--- src/hdl/async_serial_defines.vh ---
`ifndef ASYNC_SERIAL_DEFINES_VH
`define ASYNC_SERIAL_DEFINES_VH

`define ADDR_CTRL_ONE      3'h0
`define ADDR_CTRL_TWO      3'h1
`define ADDR_CTRL_THREE    3'h2
`define ADDR_STATUS_ONE    3'h3
`define ADDR_STATUS_TWO    3'h4
`define ADDR_DATA_BUFFER   3'h5
`define ADDR_BAUD_DIVISOR  3'h6
`define ADDR_OPTION_TWO    3'h7

`define BIT_MODULE_ENABLE  6
`define BIT_TX_INVERT      5
`define BIT_CHAR_LEN9      4
`define BIT_TX_EMPTY_IE    7
`define BIT_TX_DONE_IE     6
`define BIT_RX_FULL_IE     5
`define BIT_TX_ENABLE      3
`define BIT_SEND_BREAK     0
`define BIT_RX_NINTH       7
`define BIT_TX_NINTH       6
`define BIT_TX_EMPTY       7
`define BIT_TX_DONE        6
`define BIT_RX_FULL        5
`define BIT_OVERRUN        3
`define BIT_NOISE          2
`define BIT_FRAMING        1
`define BIT_PARITY         0
`define BIT_BREAK          1
`define BIT_RX_BUSY        0
`define BIT_BAUD_SOURCE    0

`define BAUD_DIVISOR_RESET 8'h01
`define TICKS_LAST         4'hf
`define TICKS_HALF_LAST    4'h7
`define RT3                4'h2
`define RT5                4'h4
`define RT7                4'h6
`define RT8                4'h7
`define RT9                4'h8
`define RT10               4'h9
`define FRAME_LEN_8        4'ha
`define FRAME_LEN_9        4'hb

`endif

--- src/hdl/async_serial_tx_rx_core.v ---
`timescale 1ns/10ps
`default_nettype none
`include "async_serial_defines.vh"
module async_serial_tx_rx_core #(
    parameter ALT_PRESCALE = 4
) (
    input  wire       mclk,
    input  wire       reset,
    input  wire [2:0] addr,
    input  wire [7:0] wrData,
    input  wire       wrStrobe,
    input  wire       rdStrobe,
    output reg  [7:0] rdData,
    input  wire       serialIn,
    output reg        serialOut,
    output reg        serialOutEnN,
    output reg        txIrq,
    output reg        rxIrq
);
    localparam TX_IDLE  = 1'b0;
    localparam TX_SHIFT = 1'b1;
    localparam KIND_IDLE  = 2'd0;
    localparam KIND_DATA  = 2'd1;
    localparam KIND_BREAK = 2'd2;
    localparam RX_HUNT  = 2'd0;
    localparam RX_START = 2'd1;
    localparam RX_BITS  = 2'd2;

    // control
    reg        moduleEnable_reg;
    reg        charLen9_reg;
    reg        txInvert_reg;
    reg        txEnable_reg;
    reg        sendBreak_reg;
    reg        txEmptyIe_reg;
    reg        txDoneIe_reg;
    reg        rxFullIe_reg;
    reg        txNinth_reg;
    reg        baudSrc_reg;
    reg  [7:0] baudDiv_reg;
    // transmit side
    reg  [7:0] txBuf_reg;
    reg        txBufNinth_reg;
    reg        bufFull_reg;
    reg        txEmpty_reg;
    reg        txDone_reg;
    reg        armTx_reg;
    reg        txState_reg;
    reg [10:0] txShift_reg;
    reg  [3:0] txBitsLeft_reg;
    reg  [3:0] txTick_reg;
    reg  [1:0] txKind_reg;
    reg        preamblePend_reg;
    reg        teLast_reg;
    // receive side
    reg  [1:0] rxState_reg;
    reg  [2:0] rxHist_reg;
    reg  [3:0] rxRt_reg;
    reg  [3:0] rxBitIdx_reg;
    reg  [8:0] rxShift_reg;
    reg  [1:0] rxSamp_reg;
    reg        rxNoiseAcc_reg;
    reg  [7:0] rxData_reg;
    reg        rxNinth_reg;
    reg        rxFull_reg;
    reg        framing_reg;
    reg        noise_reg;
    reg        overrun_reg;
    reg        break_reg;
    reg        armRx_reg;

    wire       tick;
    wire [3:0] frameLen  = charLen9_reg ? `FRAME_LEN_9 : `FRAME_LEN_8;
    wire [3:0] dataBits  = charLen9_reg ? 4'h9 : 4'h8;
    wire       txLastBit = (txState_reg == TX_SHIFT) && (txBitsLeft_reg == 4'h1);
    // no data queued behind the final break means idle follows at once
    wire       shortStop = (txKind_reg == KIND_BREAK) && !sendBreak_reg && !bufFull_reg;
    wire       charEnd   = tick && txLastBit &&
                           ((txTick_reg == `TICKS_LAST) ||
                            (shortStop && txTick_reg == `TICKS_HALF_LAST));
    wire       txSlot    = (txState_reg == TX_IDLE) || charEnd;
    wire       teRise    = txEnable_reg && !teLast_reg;
    wire [2:0] votes     = {rxSamp_reg, serialIn};
    wire       voteBit   = (votes[0] & votes[1]) | (votes[0] & votes[2]) | (votes[1] & votes[2]);
    wire       voteNoise = (votes != 3'b000) && (votes != 3'b111);
    wire       rxDataZero = charLen9_reg ? (rxShift_reg == 9'h000) : (rxShift_reg[7:0] == 8'h00);
    wire       rxBreak   = rxDataZero && !voteBit;
    wire       rxFinish  = tick && (rxState_reg == RX_BITS) && (rxRt_reg == `RT10) &&
                           (rxBitIdx_reg == dataBits);
    wire       sdbWrite  = wrStrobe && (addr == `ADDR_DATA_BUFFER);
    wire       sdbRead   = rdStrobe && (addr == `ADDR_DATA_BUFFER);
    wire       st1Read   = rdStrobe && (addr == `ADDR_STATUS_ONE);
    wire       st2Read   = rdStrobe && (addr == `ADDR_STATUS_TWO);
    reg  [7:0] rdMux;

    // one generator paces both directions
    baud_tick_gen #(
        .ALT_PRESCALE (ALT_PRESCALE)
    ) u_baud (
        .mclk         (mclk),
        .reset        (reset),
        .enable       (moduleEnable_reg),
        .sourceSelect (baudSrc_reg),
        .divisor      (baudDiv_reg),
        .tick         (tick)
    );

    always @* begin
        rdMux = 8'h00;
        case (addr)
            `ADDR_CTRL_ONE: begin
                rdMux[`BIT_MODULE_ENABLE] = moduleEnable_reg;
                rdMux[`BIT_TX_INVERT]     = txInvert_reg;
                rdMux[`BIT_CHAR_LEN9]     = charLen9_reg;
            end
            `ADDR_CTRL_TWO: begin
                rdMux[`BIT_TX_EMPTY_IE] = txEmptyIe_reg;
                rdMux[`BIT_TX_DONE_IE]  = txDoneIe_reg;
                rdMux[`BIT_RX_FULL_IE]  = rxFullIe_reg;
                rdMux[`BIT_TX_ENABLE]   = txEnable_reg;
                rdMux[`BIT_SEND_BREAK]  = sendBreak_reg;
            end
            `ADDR_CTRL_THREE: begin
                rdMux[`BIT_RX_NINTH] = rxNinth_reg;
                rdMux[`BIT_TX_NINTH] = txNinth_reg;
            end
            `ADDR_STATUS_ONE: begin
                rdMux[`BIT_TX_EMPTY] = txEmpty_reg;
                rdMux[`BIT_TX_DONE]  = txDone_reg;
                rdMux[`BIT_RX_FULL]  = rxFull_reg;
                rdMux[`BIT_OVERRUN]  = overrun_reg;
                rdMux[`BIT_NOISE]    = noise_reg;
                rdMux[`BIT_FRAMING]  = framing_reg;
                rdMux[`BIT_PARITY]   = 1'b0;
            end
            `ADDR_STATUS_TWO: begin
                rdMux[`BIT_BREAK]   = break_reg;
                rdMux[`BIT_RX_BUSY] = (rxState_reg != RX_HUNT);
            end
            `ADDR_DATA_BUFFER:  rdMux = rxData_reg;
            `ADDR_BAUD_DIVISOR: rdMux = baudDiv_reg;
            `ADDR_OPTION_TWO:   rdMux[`BIT_BAUD_SOURCE] = baudSrc_reg;
            default:            rdMux = 8'h00;
        endcase
    end

    always @(posedge mclk or posedge reset) begin
        if (reset) begin
            rdData           <= 8'h00;
            serialOut        <= 1'b1;
            serialOutEnN     <= 1'b1;
            txIrq            <= 1'b0;
            rxIrq            <= 1'b0;
            moduleEnable_reg <= 1'b0;
            charLen9_reg     <= 1'b0;
            txInvert_reg     <= 1'b0;
            txEnable_reg     <= 1'b0;
            sendBreak_reg    <= 1'b0;
            txEmptyIe_reg    <= 1'b0;
            txDoneIe_reg     <= 1'b0;
            rxFullIe_reg     <= 1'b0;
            txNinth_reg      <= 1'b0;
            baudSrc_reg      <= 1'b0;
            baudDiv_reg      <= `BAUD_DIVISOR_RESET;
            txBuf_reg        <= 8'h00;
            txBufNinth_reg   <= 1'b0;
            bufFull_reg      <= 1'b0;
            txEmpty_reg      <= 1'b1;
            txDone_reg       <= 1'b1;
            armTx_reg        <= 1'b0;
            txState_reg      <= TX_IDLE;
            txShift_reg      <= 11'h7ff;
            txBitsLeft_reg   <= 4'h0;
            txTick_reg       <= 4'h0;
            txKind_reg       <= KIND_IDLE;
            preamblePend_reg <= 1'b0;
            teLast_reg       <= 1'b0;
            rxState_reg      <= RX_HUNT;
            rxHist_reg       <= 3'b000;
            rxRt_reg         <= 4'h0;
            rxBitIdx_reg     <= 4'h0;
            rxShift_reg      <= 9'h000;
            rxSamp_reg       <= 2'b00;
            rxNoiseAcc_reg   <= 1'b0;
            rxData_reg       <= 8'h00;
            rxNinth_reg      <= 1'b0;
            rxFull_reg       <= 1'b0;
            framing_reg      <= 1'b0;
            noise_reg        <= 1'b0;
            overrun_reg      <= 1'b0;
            break_reg        <= 1'b0;
            armRx_reg        <= 1'b0;
        end else begin
            // register writes
            if (wrStrobe) begin
                case (addr)
                    `ADDR_CTRL_ONE: begin
                        moduleEnable_reg <= wrData[`BIT_MODULE_ENABLE];
                        txInvert_reg     <= wrData[`BIT_TX_INVERT];
                        charLen9_reg     <= wrData[`BIT_CHAR_LEN9];
                    end
                    `ADDR_CTRL_TWO: begin
                        txEmptyIe_reg <= wrData[`BIT_TX_EMPTY_IE];
                        txDoneIe_reg  <= wrData[`BIT_TX_DONE_IE];
                        rxFullIe_reg  <= wrData[`BIT_RX_FULL_IE];
                        txEnable_reg  <= wrData[`BIT_TX_ENABLE];
                        sendBreak_reg <= wrData[`BIT_SEND_BREAK];
                    end
                    `ADDR_CTRL_THREE:   txNinth_reg <= wrData[`BIT_TX_NINTH];
                    `ADDR_BAUD_DIVISOR: baudDiv_reg <= wrData;
                    `ADDR_OPTION_TWO:   baudSrc_reg <= wrData[`BIT_BAUD_SOURCE];
                    default:            ;
                endcase
            end
            rdData <= rdStrobe ? rdMux : 8'h00;

            // transmit buffer handshake; clears first so hardware sets below win
            if (st1Read && txEmpty_reg)
                armTx_reg <= 1'b1;
            if (sdbWrite) begin
                txBuf_reg      <= wrData;
                txBufNinth_reg <= txNinth_reg;
                bufFull_reg    <= 1'b1;
                armTx_reg      <= 1'b0;
                if (armTx_reg)
                    txEmpty_reg <= 1'b0;
            end

            // transmitter
            teLast_reg <= txEnable_reg;
            if (teRise)
                preamblePend_reg <= 1'b1;
            if (teRise && txLastBit && txKind_reg == KIND_DATA && txTick_reg != 4'h0) begin
                bufFull_reg <= 1'b0;
                txEmpty_reg <= 1'b1;
            end
            if (!moduleEnable_reg) begin
                txState_reg      <= TX_IDLE;
                txShift_reg      <= 11'h7ff;
                preamblePend_reg <= 1'b0;
            end else if (txSlot) begin
                txTick_reg <= 4'h0;
                if (!txEnable_reg) begin
                    txState_reg <= TX_IDLE;
                    txShift_reg <= 11'h7ff;
                end else if (sendBreak_reg) begin
                    txState_reg      <= TX_SHIFT;
                    txShift_reg      <= 11'h000;
                    txBitsLeft_reg   <= frameLen;
                    txKind_reg       <= KIND_BREAK;
                    preamblePend_reg <= 1'b1;
                end else if (preamblePend_reg || teRise) begin
                    // a byte buffered while disabled must still wait behind the preamble
                    txState_reg      <= TX_SHIFT;
                    txShift_reg      <= 11'h7ff;
                    txBitsLeft_reg   <= frameLen;
                    txKind_reg       <= KIND_IDLE;
                    preamblePend_reg <= 1'b0;
                end else if (bufFull_reg) begin
                    txState_reg    <= TX_SHIFT;
                    txShift_reg    <= charLen9_reg ? {1'b1, txBufNinth_reg, txBuf_reg, 1'b0}
                                                   : {2'b11, txBuf_reg, 1'b0};
                    txBitsLeft_reg <= frameLen;
                    txKind_reg     <= KIND_DATA;
                    bufFull_reg    <= sdbWrite;
                    txEmpty_reg    <= 1'b1;
                end else begin
                    txState_reg <= TX_IDLE;
                    txShift_reg <= 11'h7ff;
                end
            end else if (tick) begin
                txTick_reg <= txTick_reg + 4'h1;
                if (txTick_reg == `TICKS_LAST) begin
                    txShift_reg    <= {1'b1, txShift_reg[10:1]};
                    txBitsLeft_reg <= txBitsLeft_reg - 4'h1;
                end
            end
            txDone_reg <= (txState_reg == TX_IDLE) && !bufFull_reg &&
                          !preamblePend_reg && !sendBreak_reg;
            serialOut    <= txShift_reg[0] ^ txInvert_reg;
            serialOutEnN <= !moduleEnable_reg;
            txIrq <= (txEmpty_reg && txEmptyIe_reg) || (txDone_reg && txDoneIe_reg);
            rxIrq <= rxFull_reg && rxFullIe_reg;

            // receive flags clear by status-one read then data read; break clears on a status-two read
            if (st1Read && rxFull_reg)
                armRx_reg <= 1'b1;
            if (sdbRead && armRx_reg) begin
                armRx_reg   <= 1'b0;
                rxFull_reg  <= 1'b0;
                framing_reg <= 1'b0;
                noise_reg   <= 1'b0;
                overrun_reg <= 1'b0;
            end
            if (st2Read && break_reg)
                break_reg <= 1'b0;

            // receiver, one step per oversample tick
            if (!moduleEnable_reg) begin
                rxState_reg <= RX_HUNT;
                rxHist_reg  <= 3'b000;
            end else if (tick) begin
                rxRt_reg <= rxRt_reg + 4'h1;
                case (rxState_reg)
                    RX_HUNT: begin
                        rxHist_reg <= {rxHist_reg[1:0], serialIn};
                        if (rxHist_reg == 3'b111 && !serialIn) begin
                            rxState_reg    <= RX_START;
                            rxRt_reg       <= 4'h1;
                            rxNoiseAcc_reg <= 1'b0;
                        end
                    end
                    RX_START: begin
                        if (rxRt_reg == `RT3 || rxRt_reg == `RT5)
                            rxSamp_reg <= {rxSamp_reg[0], serialIn};
                        if (rxRt_reg == `RT7) begin
                            if (voteBit) begin
                                rxState_reg <= RX_HUNT;
                                rxHist_reg  <= 3'b000;
                            end else if (voteNoise) begin
                                rxNoiseAcc_reg <= 1'b1;
                            end
                        end
                        if (rxRt_reg == `TICKS_LAST) begin
                            rxState_reg  <= RX_BITS;
                            rxBitIdx_reg <= 4'h0;
                        end
                    end
                    RX_BITS: begin
                        if (rxRt_reg == `RT8 || rxRt_reg == `RT9)
                            rxSamp_reg <= {rxSamp_reg[0], serialIn};
                        if (rxRt_reg == `RT10) begin
                            if (voteNoise)
                                rxNoiseAcc_reg <= 1'b1;
                            if (rxBitIdx_reg < dataBits)
                                rxShift_reg[rxBitIdx_reg] <= voteBit;
                            rxBitIdx_reg <= rxBitIdx_reg + 4'h1;
                        end
                        if (rxFinish) begin
                            rxState_reg <= RX_HUNT;
                            rxHist_reg  <= {3{voteBit}};
                            rxData_reg  <= rxBreak ? 8'h00 : rxShift_reg[7:0];
                            rxNinth_reg <= rxBreak ? 1'b0 :
                                           (charLen9_reg ? rxShift_reg[8] : rxShift_reg[7]);
                            rxFull_reg  <= 1'b1;
                            framing_reg <= !voteBit;
                            if (rxBreak)
                                break_reg <= 1'b1;
                            if (rxNoiseAcc_reg || voteNoise)
                                noise_reg <= 1'b1;
                            if (rxFull_reg && !(sdbRead && armRx_reg))
                                overrun_reg <= 1'b1;
                        end
                    end
                    default: rxState_reg <= RX_HUNT;
                endcase
            end
        end
    end
endmodule // async_serial_tx_rx_core
`default_nettype wire

--- src/hdl/baud_tick_gen.v ---
`timescale 1ns/10ps
`default_nettype none
module baud_tick_gen #(
    parameter ALT_PRESCALE = 4
) (
    input  wire       mclk,
    input  wire       reset,
    input  wire       enable,
    input  wire       sourceSelect,
    input  wire [7:0] divisor,
    output reg        tick
);
    reg  [7:0] preCnt_reg;
    reg  [7:0] divCnt_reg;
    wire       srcTick;

    // source 1 runs from a slower prescaled clock enable
    assign srcTick = sourceSelect ? (preCnt_reg == 8'h00) : 1'b1;

    always @(posedge mclk or posedge reset) begin
        if (reset) begin
            preCnt_reg <= 8'h00;
            divCnt_reg <= 8'h00;
            tick       <= 1'b0;
        end else if (!enable) begin
            preCnt_reg <= 8'h00;
            divCnt_reg <= 8'h00;
            tick       <= 1'b0;
        end else begin
            if (preCnt_reg == ALT_PRESCALE[7:0] - 8'h01)
                preCnt_reg <= 8'h00;
            else
                preCnt_reg <= preCnt_reg + 8'h01;
            tick <= 1'b0;
            if (srcTick) begin
                // divisor 0 is treated as 1
                if (divCnt_reg + 8'h01 >= divisor) begin
                    divCnt_reg <= 8'h00;
                    tick       <= 1'b1;
                end else begin
                    divCnt_reg <= divCnt_reg + 8'h01;
                end
            end
        end
    end
endmodule // baud_tick_gen
`default_nettype wire

--- config.mk ---
export PLATFORM = sky130hd
export DESIGN_NAME = async_serial_tx_rx_core
export DESIGN_NICKNAME = d
export VERILOG_FILES = /design/src/hdl/async_serial_tx_rx_core.v /design/src/hdl/baud_tick_gen.v
export VERILOG_INCLUDE_DIRS = /design/src /design/src/hdl
export SDC_FILE = /design/constraint.sdc
export NUM_CORES = 1
export LEC_CHECK = 0
export BUFFER_PORTS_ARGS = -buffer_cell sky130_fd_sc_hd__buf_2
export CORE_ASPECT_RATIO = 0.5
export CORE_UTILIZATION = 55
export CTS_BUF_LIST = sky130_fd_sc_hd__clkbuf_16
export DETAILED_ROUTE_END_ITERATION = 6
export PLACE_DENSITY_LB_ADDON = 0.1
export SLEW_MARGIN = 20
export SYNTH_ARGS = -nofsm -noshare
export SYNTH_HDL_FRONTEND = slang
export SYNTH_SLANG_ARGS = --single-unit
--- constraint.sdc ---
create_clock -name mclk -period 3.8 [get_ports mclk]
set_input_delay 0.57 -clock mclk [delete_from_list [all_inputs] [get_ports mclk]]
set_output_delay 0.57 -clock mclk [all_outputs]
set_load 0.01 [all_outputs]
# Word level (Yosys, flattened, before mapping)
# Cells that the tools add are included.
totals:
  memories: 0
  in_bits: 16
  romBits: 0
  latchBits: 0
  ramBits: 0
  register_bits: 124
  word_cells: 326
  output_inout_bits: 12
op_classes:
  n_bitwise: 7
  shift: 0
  n_eq_ne: 46
  multipliers: 0
  reduce_logical: 79
  n_mux: 137
  n_lt_le_gt_ge: 4
  div: 0
  addsub: 6
ops:
  columns: ["operator", "count"]
  rows:
  - ["1-bit 2-to-1 mux", 76]
  - ["11-bit 2-to-1 mux", 6]
  - ["8-bit 2-to-1 mux", 7]
  - ["4-bit 2-to-1 mux", 13]
  - ["1-bit logical AND", 32]
  - ["10-bit 2-to-1 mux", 3]
  - ["5-bit AND reduction", 6]
  - ["2-bit 2-to-1 mux", 12]
  - ["8-bit by 1-bit adder with 8-bit output, second input constant", 2]
  - ["4-bit by 3-bit == test with 1-bit output, second input constant", 4]
  - ["4-bit == test, second input constant", 4]
  - ["8-bit zero test", 2]
  - ["2-bit AND reduction", 8]
  - ["3-bit == test, second input constant", 5]
  - ["3-bit 2-to-1 mux", 5]
  - ["3-bit inequality test, second input constant", 5]
  - ["1-bit one-hot mux with 5 select lines", 3]
  - ["4-bit by 1-bit adder with 4-bit output, second input constant", 3]
  - ["2-bit inequality test, second input constant", 6]
  - ["2-bit nonzero test", 6]
  - ["2-bit by 1-bit inequality test with 1-bit output, second input constant", 5]
  - ["9-bit bitwise mux", 1]
  - ["9-bit zero test", 1]
  - ["1-bit one-hot mux with 3 select lines", 3]
  - ["other kinds (36)", 61]

# Logic depth before layout (Yosys ltp)
# Gate-level depths: netlist of run 1.
depth:
  depth_word: 12
  mapped_depth: 11
  mapped_depth_nobuf: 10

# Cells and area by module
# A second synthesis of run 1 with hierarchy kept.
unflattened:
  hier_cells: 634
  hier_area_um2: 6745.2
modules_own_cells:
  columns: ["module", "n_inst", "area_each_um2", "cells_each", "seq_area_each_um2"]
  rows:
  - ["async_serial_tx_rx_core", 1, 5674.2, 523, 2697.6]
  - ["baud_tick_gen", 1, 1071.0, 111, 425.4]

# Worst setup path before layout of run 1
# Ideal clock, no wire load.
synth_path:
  path_kind: "reg2reg"
  start: "register u_baud.divCnt_reg[0]"
  end: "register u_baud.divCnt_reg[4]"
  required_time_ps: 3718
  arrival_time_ps: 2155
  synth_period_minus_slack_ps: 2237
  n_path_buf: 1
  setup_slack_ps: 1563
  setup_ps: 82
  stages_incl_launch_ff: 11
  cell_sequence: "dfrtp_1 > ha_1 > nand3_1 > xnor2_1 > ha_1 > or4_1 > a21oi_1 > o31a_1 > buf_2 > nand3_1 > a31oi_1"
synth_between:
  elab_chain_len: 5
synth_lines:
  columns: ["item", "line_no", "text"]
  rows:
  - ["start: declaration", "baud_tick_gen.v:14", "reg [7:0] divCnt_reg;"]
  - ["start signal: assignment", "baud_tick_gen.v:41", "divCnt_reg <= divCnt_reg + 8'h01;"]
  - ["8-bit by 1-bit adder with 8-bit output *", "baud_tick_gen.v:37, baud_tick_gen.v:41", null]
  - ["8-bit greater-or-equal comparator", "baud_tick_gen.v:37", "if (divCnt_reg + 8'h01 >= divisor) begin"]
  - ["8-bit 2-to-1 mux *", "baud_tick_gen.v:37", null]
  - ["8-bit 2-to-1 mux *", "baud_tick_gen.v:35", "if (srcTick) begin"]
  - ["8-bit 2-to-1 mux *", "baud_tick_gen.v:25", "end else if (!enable) begin"]
# Every way passes the cells marked *; elsewhere a longest branch is shown, timed or not. The select of a mux whose other input is x is not followed.
# A chain may end at the register's enable or synchronous reset.

# Worst setup path after layout of run 1
layout_path:
  start: "register u_baud.divCnt_reg[0]"
  end: "register u_baud.divCnt_reg[3]"
# The elaborated chain is that of the path after synthesis.

==> results.md, run 1 <==
* Antenna cells at 0
* Area growth, synth to finish at 12.3%
* Post-CTS Resized at 0
* Layout Utilization at approximately two thirds
* RSZ-0062 raised after global routing: false
* EDFF count, synth at 0
* Final Setup Violations at 0
* Ports at 28
* Placeable Area at roughly 11,000 um2
* CTS root buf: clkbuf_16
* Syn avg cell area at around 10 um2
* Worst EP required at around 4100 ps
* Clk pin slew, worst setup/hold paths at ~60 ps
* Routed via count at 4,866
* Top sig layer: met4
* Mapped Cells at between 600 and 700
* First-pass GRT wire length at 23.7 mm
* Final ANT Viol Nets at 0
* CP Max Fanout at 10
* Starting DRT DRC Count at approximately 360
* H-tree levels at 4
* Worst Setup Start Kind: register
* Async S/R FF share, synth at 100%
* R2R Setup Slk at between 1000 and 1500 ps
* CTS Buffer Depth at 2
* Final cell count without fillers at about 840
* Initial antenna violation count at 0
* GRT Total Usage at approximately a quarter
* Metal3 WL at between 400 and 500 um
* Die area at 12,400 um2
* Largest net degree at the start of global routing at 125
* Initial Utilization at 58.2%
* Slew Limit Headroom at 45.6%
* Pleak at roughly 0.0034 uW
* Clk sinks at 124
* Row count at 27
* Die Ht at slightly below 80 um
* Arr. time, crit path at just over 3000 ps
* Register area share after synthesis at 47.6%
* Worst-Margin Slew at approximately 810 ps
* Met2 WL at approximately 6.3 mm
* Drt via density at about 5.8
* Total wire length at about 14 mm
* Dpl hpwl at 9.45 mm
* Drt first pass iters at 5
* Crit path kind: reg -> reg
* Overflow after GRT at 0
* Hold crit path type: in -> async
* Die Wd at between 150 and 200 um
* Largest register FFs at 11
* Nature of the critical path endpoint: register
* Synth Flop Type: dfrtp_1
* Met1 wire length at about 7.2 mm
* Fmax at between 300 and 400 MHz
* Max-Cap Viols at 0
* Mapped Nets at between 600 and 700
* Final period utilization at ~72%
* Power density cells at between 500 and 600 nW/um2
* Minimum clock period at roughly 2700 ps
* Post-CTS Hold Buffers at 0
* FF+latch count, synth at approximately 120
* Fin Clk Skew at 11.9 ps
* Maximum vdd drop at 364 uV
* CTS tree: built
* CTS Buf Count at 17
* Yosys cell types at 74
* Insertion delay to the later sink of the worst-skew pair at 410 ps
* Setup ws final at ~1100 ps
* Synth warn at 0
* # DRC at 0
* Post-Syn Area at roughly 6600 um2
* Final Wtd Congestion at 0.797
* Outcome: finished clean
* Nets at between 700 and 800
* Wire per inst at ~17 um
* Pre-CTS setup slack at about 1200 ps
* Cells after DPL at roughly 810
* TNS Setup at 0 ps
* Hold Violations, Final at 0
* Slew Viols, Final at 0
* Fraction of layout cells with a size suffix above 1 at about 20%
* Post-CTS Setup Repair Bufs at 0
* Vias in the first global route at 4,662
* IO buf count at 27
[Yosys cell counts (4+ instances only)]
cell type | count | area (um2)
a211oi_1 | 4 | 30.0
a21o_1 | 5 | 37.5
a21oi_1 | 25 | 125
a22o_1 | 6 | 52.6
a31oi_1 | 6 | 37.5
and2_1 | 7 | 43.8
and3_1 | 5 | 31.3
buf_2 | 7 | 35.0
buf_4 | 5 | 37.5
clkbuf_1 | 18 | 67.6
dfrtp_1 | 108 | 2700
dfstp_2 | 16 | 420
ha_1 | 28 | 350
inv_1 | 35 | 131
mux2_2 | 35 | 394
mux2i_1 | 12 | 120
nand2_1 | 98 | 368
nand2b_1 | 6 | 37.5
nand3_1 | 28 | 140
nand3b_1 | 6 | 45.0
nor2_1 | 30 | 113
nor2b_1 | 9 | 56.3
nor3_1 | 15 | 75.1
nor3b_1 | 4 | 30.0
nor4_1 | 5 | 31.3
o21a_1 | 5 | 37.5
o21ai_0 | 30 | 150
o21ai_1 | 9 | 45.0
o221ai_2 | 7 | 105
o22ai_1 | 5 | 31.3
xor2_1 | 9 | 78.8
[cell type report]
cell class              instances  area (um2)
well taps                     159         199
clock buffers                  17         425
inverters                      35         135
repair buffers                 31         178
fillers                       922        3920
clock inverters                15         158
multi-input cells             462        3150
flip-flops and latches        124        3120
[final timing paths]
path,startpoint,cells past startpoint,end
max,u_baud.divCnt_reg[0]$_DFFE_PP0P_,9,u_baud.divCnt_reg[3]$_DFFE_PP0P_
min,reset,3,txBuf_reg[4]$_DFFE_PP0P_
max reg2reg,u_baud.divCnt_reg[0]$_DFFE_PP0P_,9,u_baud.divCnt_reg[3]$_DFFE_PP0P_
min reg2reg,txShift_reg[0]$_DFFE_PP1P_,2,txShift_reg[0]$_DFFE_PP1P_
max in group asynchronous,reset,3,rxData_reg[1]$_DFFE_PP0P_
min in group mclk,wrData[1],3,txBuf_reg[1]$_DFFE_PP0P_
[cell families (layout without fill, tap and decap cells)]
family	after synthesis	after routing	share of synthesized area, %
compound gates	135	135	14.7
xor+xnor	12	12	1.60
fa+ha+maj	29	29	5.49
buf+inv	67	98	4.48
flops	124	124	47.6
mux	47	47	7.84
simple gates	239	239	18.3
[worst max-delay path: stages (launching register included)]
cell,delay [ps]
dfrtp_1,430
ha_1,250
nand3_1,200
xnor2_1,180
ha_1,190
or4_1,470
a21oi_1,160
o31a_1,370
o21ai_0,170
a21oi_1,200
[placed cells by master (no fill, tap or decap), drive strengths merged, types with 4 or more instances in the layout]
| cell type | Yosys | routed |
|---|---|---|
| nor3b | 5 | 5 |
| a22o | 7 | 7 |
| a21oi | 25 | 25 |
| o21ai | 39 | 39 |
| o22ai | 6 | 6 |
| xor2 | 9 | 9 |
| clkbuf | 18 | 17 |
| dfrtp | 108 | 108 |
| a21o | 6 | 6 |
| and3 | 6 | 6 |
| o211ai | 5 | 5 |
| clkinvlp | 0 | 4 |
| nor4 | 5 | 5 |
| clkinv | 0 | 8 |
| nand3b | 6 | 6 |
| dfstp | 16 | 16 |
| a211oi | 4 | 4 |
| a31oi | 6 | 6 |
| o221ai | 9 | 9 |
| mux2i | 12 | 12 |
| ha | 28 | 28 |
| nor2b | 9 | 9 |
| inv | 35 | 35 |
| buf | 14 | 31 |
| o21a | 5 | 5 |
| mux2 | 35 | 35 |
| nand2b | 6 | 6 |
| nand2 | 98 | 98 |
| nor4b | 4 | 4 |
| and2 | 7 | 7 |
| nand3 | 29 | 29 |
| nor3 | 15 | 15 |
| nor2 | 32 | 32 |
[routing by layer]
| layer | vias up | GRT usage (%) |
|---|---|---|
| li1 | 2360 | - |
| met1 | 2394 | 36.4 |
| met2 | 90 | 37.0 |
| met3 | 22 | 4.75 |
| met4 | 0 | 10.2 |
| met5 | - | 0 |
[report_power, final]
group | internal, uW | leakage, uW | switching, uW
sequential | 1590 | 0.00159 | 238
combinational | 358 | 0.00153 | 483
clock | 1020 | 0.000284 | 587
total | 2960 | 0.00340 | 1310
[through the flow]
step / cell area [um2] / total power [uW] / hold WS, ps
2_1_floorplan: 6570 / 2440 / 414
3_3_place_gp: 6780 / 2650 / 453
3_5_place_dp: 6780 / 2680 / 462
4_1_cts: 7360 / 4290 / 350
5_1_grt: 7370 / 4510 / 373
6_report: 7370 / 4270 / 353
Note: power is estimated with default switching activity, not from simulation.
==> inputs of run 2 (changes only) <==
==> constraint.sdc (replaced) <==
create_clock -name mclk -period 2.4 [get_ports mclk]
set_input_delay 0.36 -clock mclk [delete_from_list [all_inputs] [get_ports mclk]]
set_output_delay 0.36 -clock mclk [all_outputs]
set_load 0.01 [all_outputs]
==> run 2 against run 1 <==
Effect of this change: clock power rose by 68%; largest cell class unchanged; routed wire length up 4.6%; cell count increased by 2.3%; clock skew fell by 2.0 ps; sequential power rose by 58%; core utilization is 2.3 points higher; combinational power is 72% higher; final area grew 3.5%.
==> results.md, run 2 (same netlist as run 1, synthesis figures left out) <==
* Outcome: finished clean
* Vias in the first global route at 4,688
* Die Ht at 79.2 um
* Area growth, synth to finish at 16.3%
* TNS Setup at 0 ps
* Clk pin slew, worst setup/hold paths at 60 ps
* Ports at 28
* Initial Utilization at about three fifths
* Commonest cells after routing, fill and taps aside: dfrtp_1, nand2_1, inv_1
* Nets at 734
* Crit path kind: reg -> reg
* Met2 WL at around 6.6 mm
* Arr. time, crit path at 2640 ps
* Routed via count at 4,979
* Starting DRT DRC Count at between 300 and 400
* CTS root buf: clkbuf_16
* Row count at 27
* Hold Violations, Final at 0
* Most common cell after layout, fill and taps aside: dfrtp_1
* Wire per inst at around 17 um
* Final Wtd Congestion at 0.838
* Clk sinks at between 100 and 150
* Die area at about 12,000 um2
* # DRC at 0
* Pleak at approximately 0.0035 uW
* Overflow after GRT at 0
* Slew Viols, Final at 0
* CTS Buffer Depth at 2
* Fmax at 433 MHz
* Total wire length at 14.8 mm
* Metal3 WL at approximately 630 um
* Power density cells at between 900 and 1000 nW/um2
* Fin Clk Skew at between 9 and 10 ps
* First-pass GRT wire length at about 24 mm
* Largest register FFs at 11
* Final period utilization at 96.2%
* GRT Total Usage at about 26%
* Fraction of layout cells with a size suffix above 1 at a little under a quarter
* H-tree levels at 4
* Insertion delay to the later sink of the worst-skew pair at around 420 ps
* IO buf count at 27
* Minimum clock period at between 2000 and 2500 ps
* Maximum vdd drop at roughly 480 uV
* Worst EP required at 2730 ps
* Met1 wire length at ~7.4 mm
* Nature of the critical path endpoint: register
* Top sig layer: met4
* Finished Cell Area at approximately 7600 um2
* CTS tree: built
* CP Max Fanout at 6
* Hold crit path type: in -> async
* Largest net degree at the start of global routing at 60
* CTS Buf Count at 17
* Final ANT Viol Nets at 0
* Worst Setup Start Kind: register
* Worst-Margin Slew at 645 ps
* Max-Cap Viols at 0
* Dpl hpwl at 10.0 mm
* Slew Limit Headroom at approximately 57%
* Placeable Area at 11,300 um2
* Drt first pass iters at 5
* Area after DPL at 6910 um2
* Antenna cells at 0
* Die Wd at ~160 um
* Final Setup Violations at 0
* Drt via density at 5.78
* Initial antenna violation count at 0
## run 2: path summary, 6_finish.rpt
path                                                  start                               end  slack, ps  cells past startpoint
hold / removal                                        reset          txBuf_reg[7]$_DFFE_PP0P_         30                      2
max in group asynchronous                             reset            serialOutEnN$_DFF_PP1_       1620                      3
min in group mclk                                 wrData[2]          txBuf_reg[2]$_DFFE_PP0P_        150                      3
hold reg to reg                  preamblePend_reg$_DFF_PP0_              txDone_reg$_DFF_PP1_        460                      1
setup reg to reg           u_baud.divCnt_reg[1]$_DFFE_PP0P_  u_baud.divCnt_reg[7]$_DFFE_PP0P_         90                      9
setup / recovery           u_baud.divCnt_reg[1]$_DFFE_PP0P_  u_baud.divCnt_reg[7]$_DFFE_PP0P_         90                      9
## run 2: layer usage
layer / global-route usage, % / vias up
li1: - / 2390
met1: 37.1 / 2457
met2: 38.8 / 111
met3: 5.19 / 21
met4: 8.14 / 0
met5: 0 / -
## run 2: where the power goes
group | leakage, uW | total (uW) | switching (uW) | internal (uW)
logic | 0.00164 | 1450 | 802 | 648
registers | 0.00158 | 2900 | 384 | 2520
clock network | 0.000304 | 2680 | 960 | 1720
total | 0.00352 | 7030 | 2150 | 4890
## run 2: critical path: stages, from the launching register on
cell and delay, ps:
dfrtp_2 450, ha_4 200, xor2_1 140, ha_1 270, or3_1 390, a21oi_1 180, o31a_1 240, buf_6 140
nand2_1 50, o21ai_0 160
## run 2: final cells by class
class / count / area, um2
repair buffers: 50 / 340
clock buffers: 17 / 425
inverters: 35 / 135
multi-input cells: 462 / 3220
fillers: 885 / 3650
clock inverters: 15 / 183
flip-flops and latches: 124 / 3130
well taps: 159 / 199
## run 2: per-stage QoR
| stage | setup slack (ps) | cells | total power, uW | hold slack (ps) | util, % |
|---|---|---|---|---|---|
| floorplan | 163 | 653 | 3870 | 414 | - |
| global placement | 121 | 827 | 4260 | 448 | 61.3 |
| detailed placement | 27.8 | 827 | 4300 | 448 | 61.3 |
| CTS | 10.9 | 859 | 6980 | 46.7 | 66.7 |
| global route | -29.5 | 862 | 7380 | 64.0 | 67.6 |
| finish | 92.2 | 862 | 7030 | 33.7 | 67.6 |
## run 2: what timing repair did
item / in CTS / in global routing
endpoints found under the setup margin: 1 / 10
endpoints found under the hold margin: 0 / 0
pin swaps: 0 / 9
resized for setup: 1 / 18
hold buffers: 0 / 0
buffers inserted: 0 / 3
gates cloned: 0 / 0
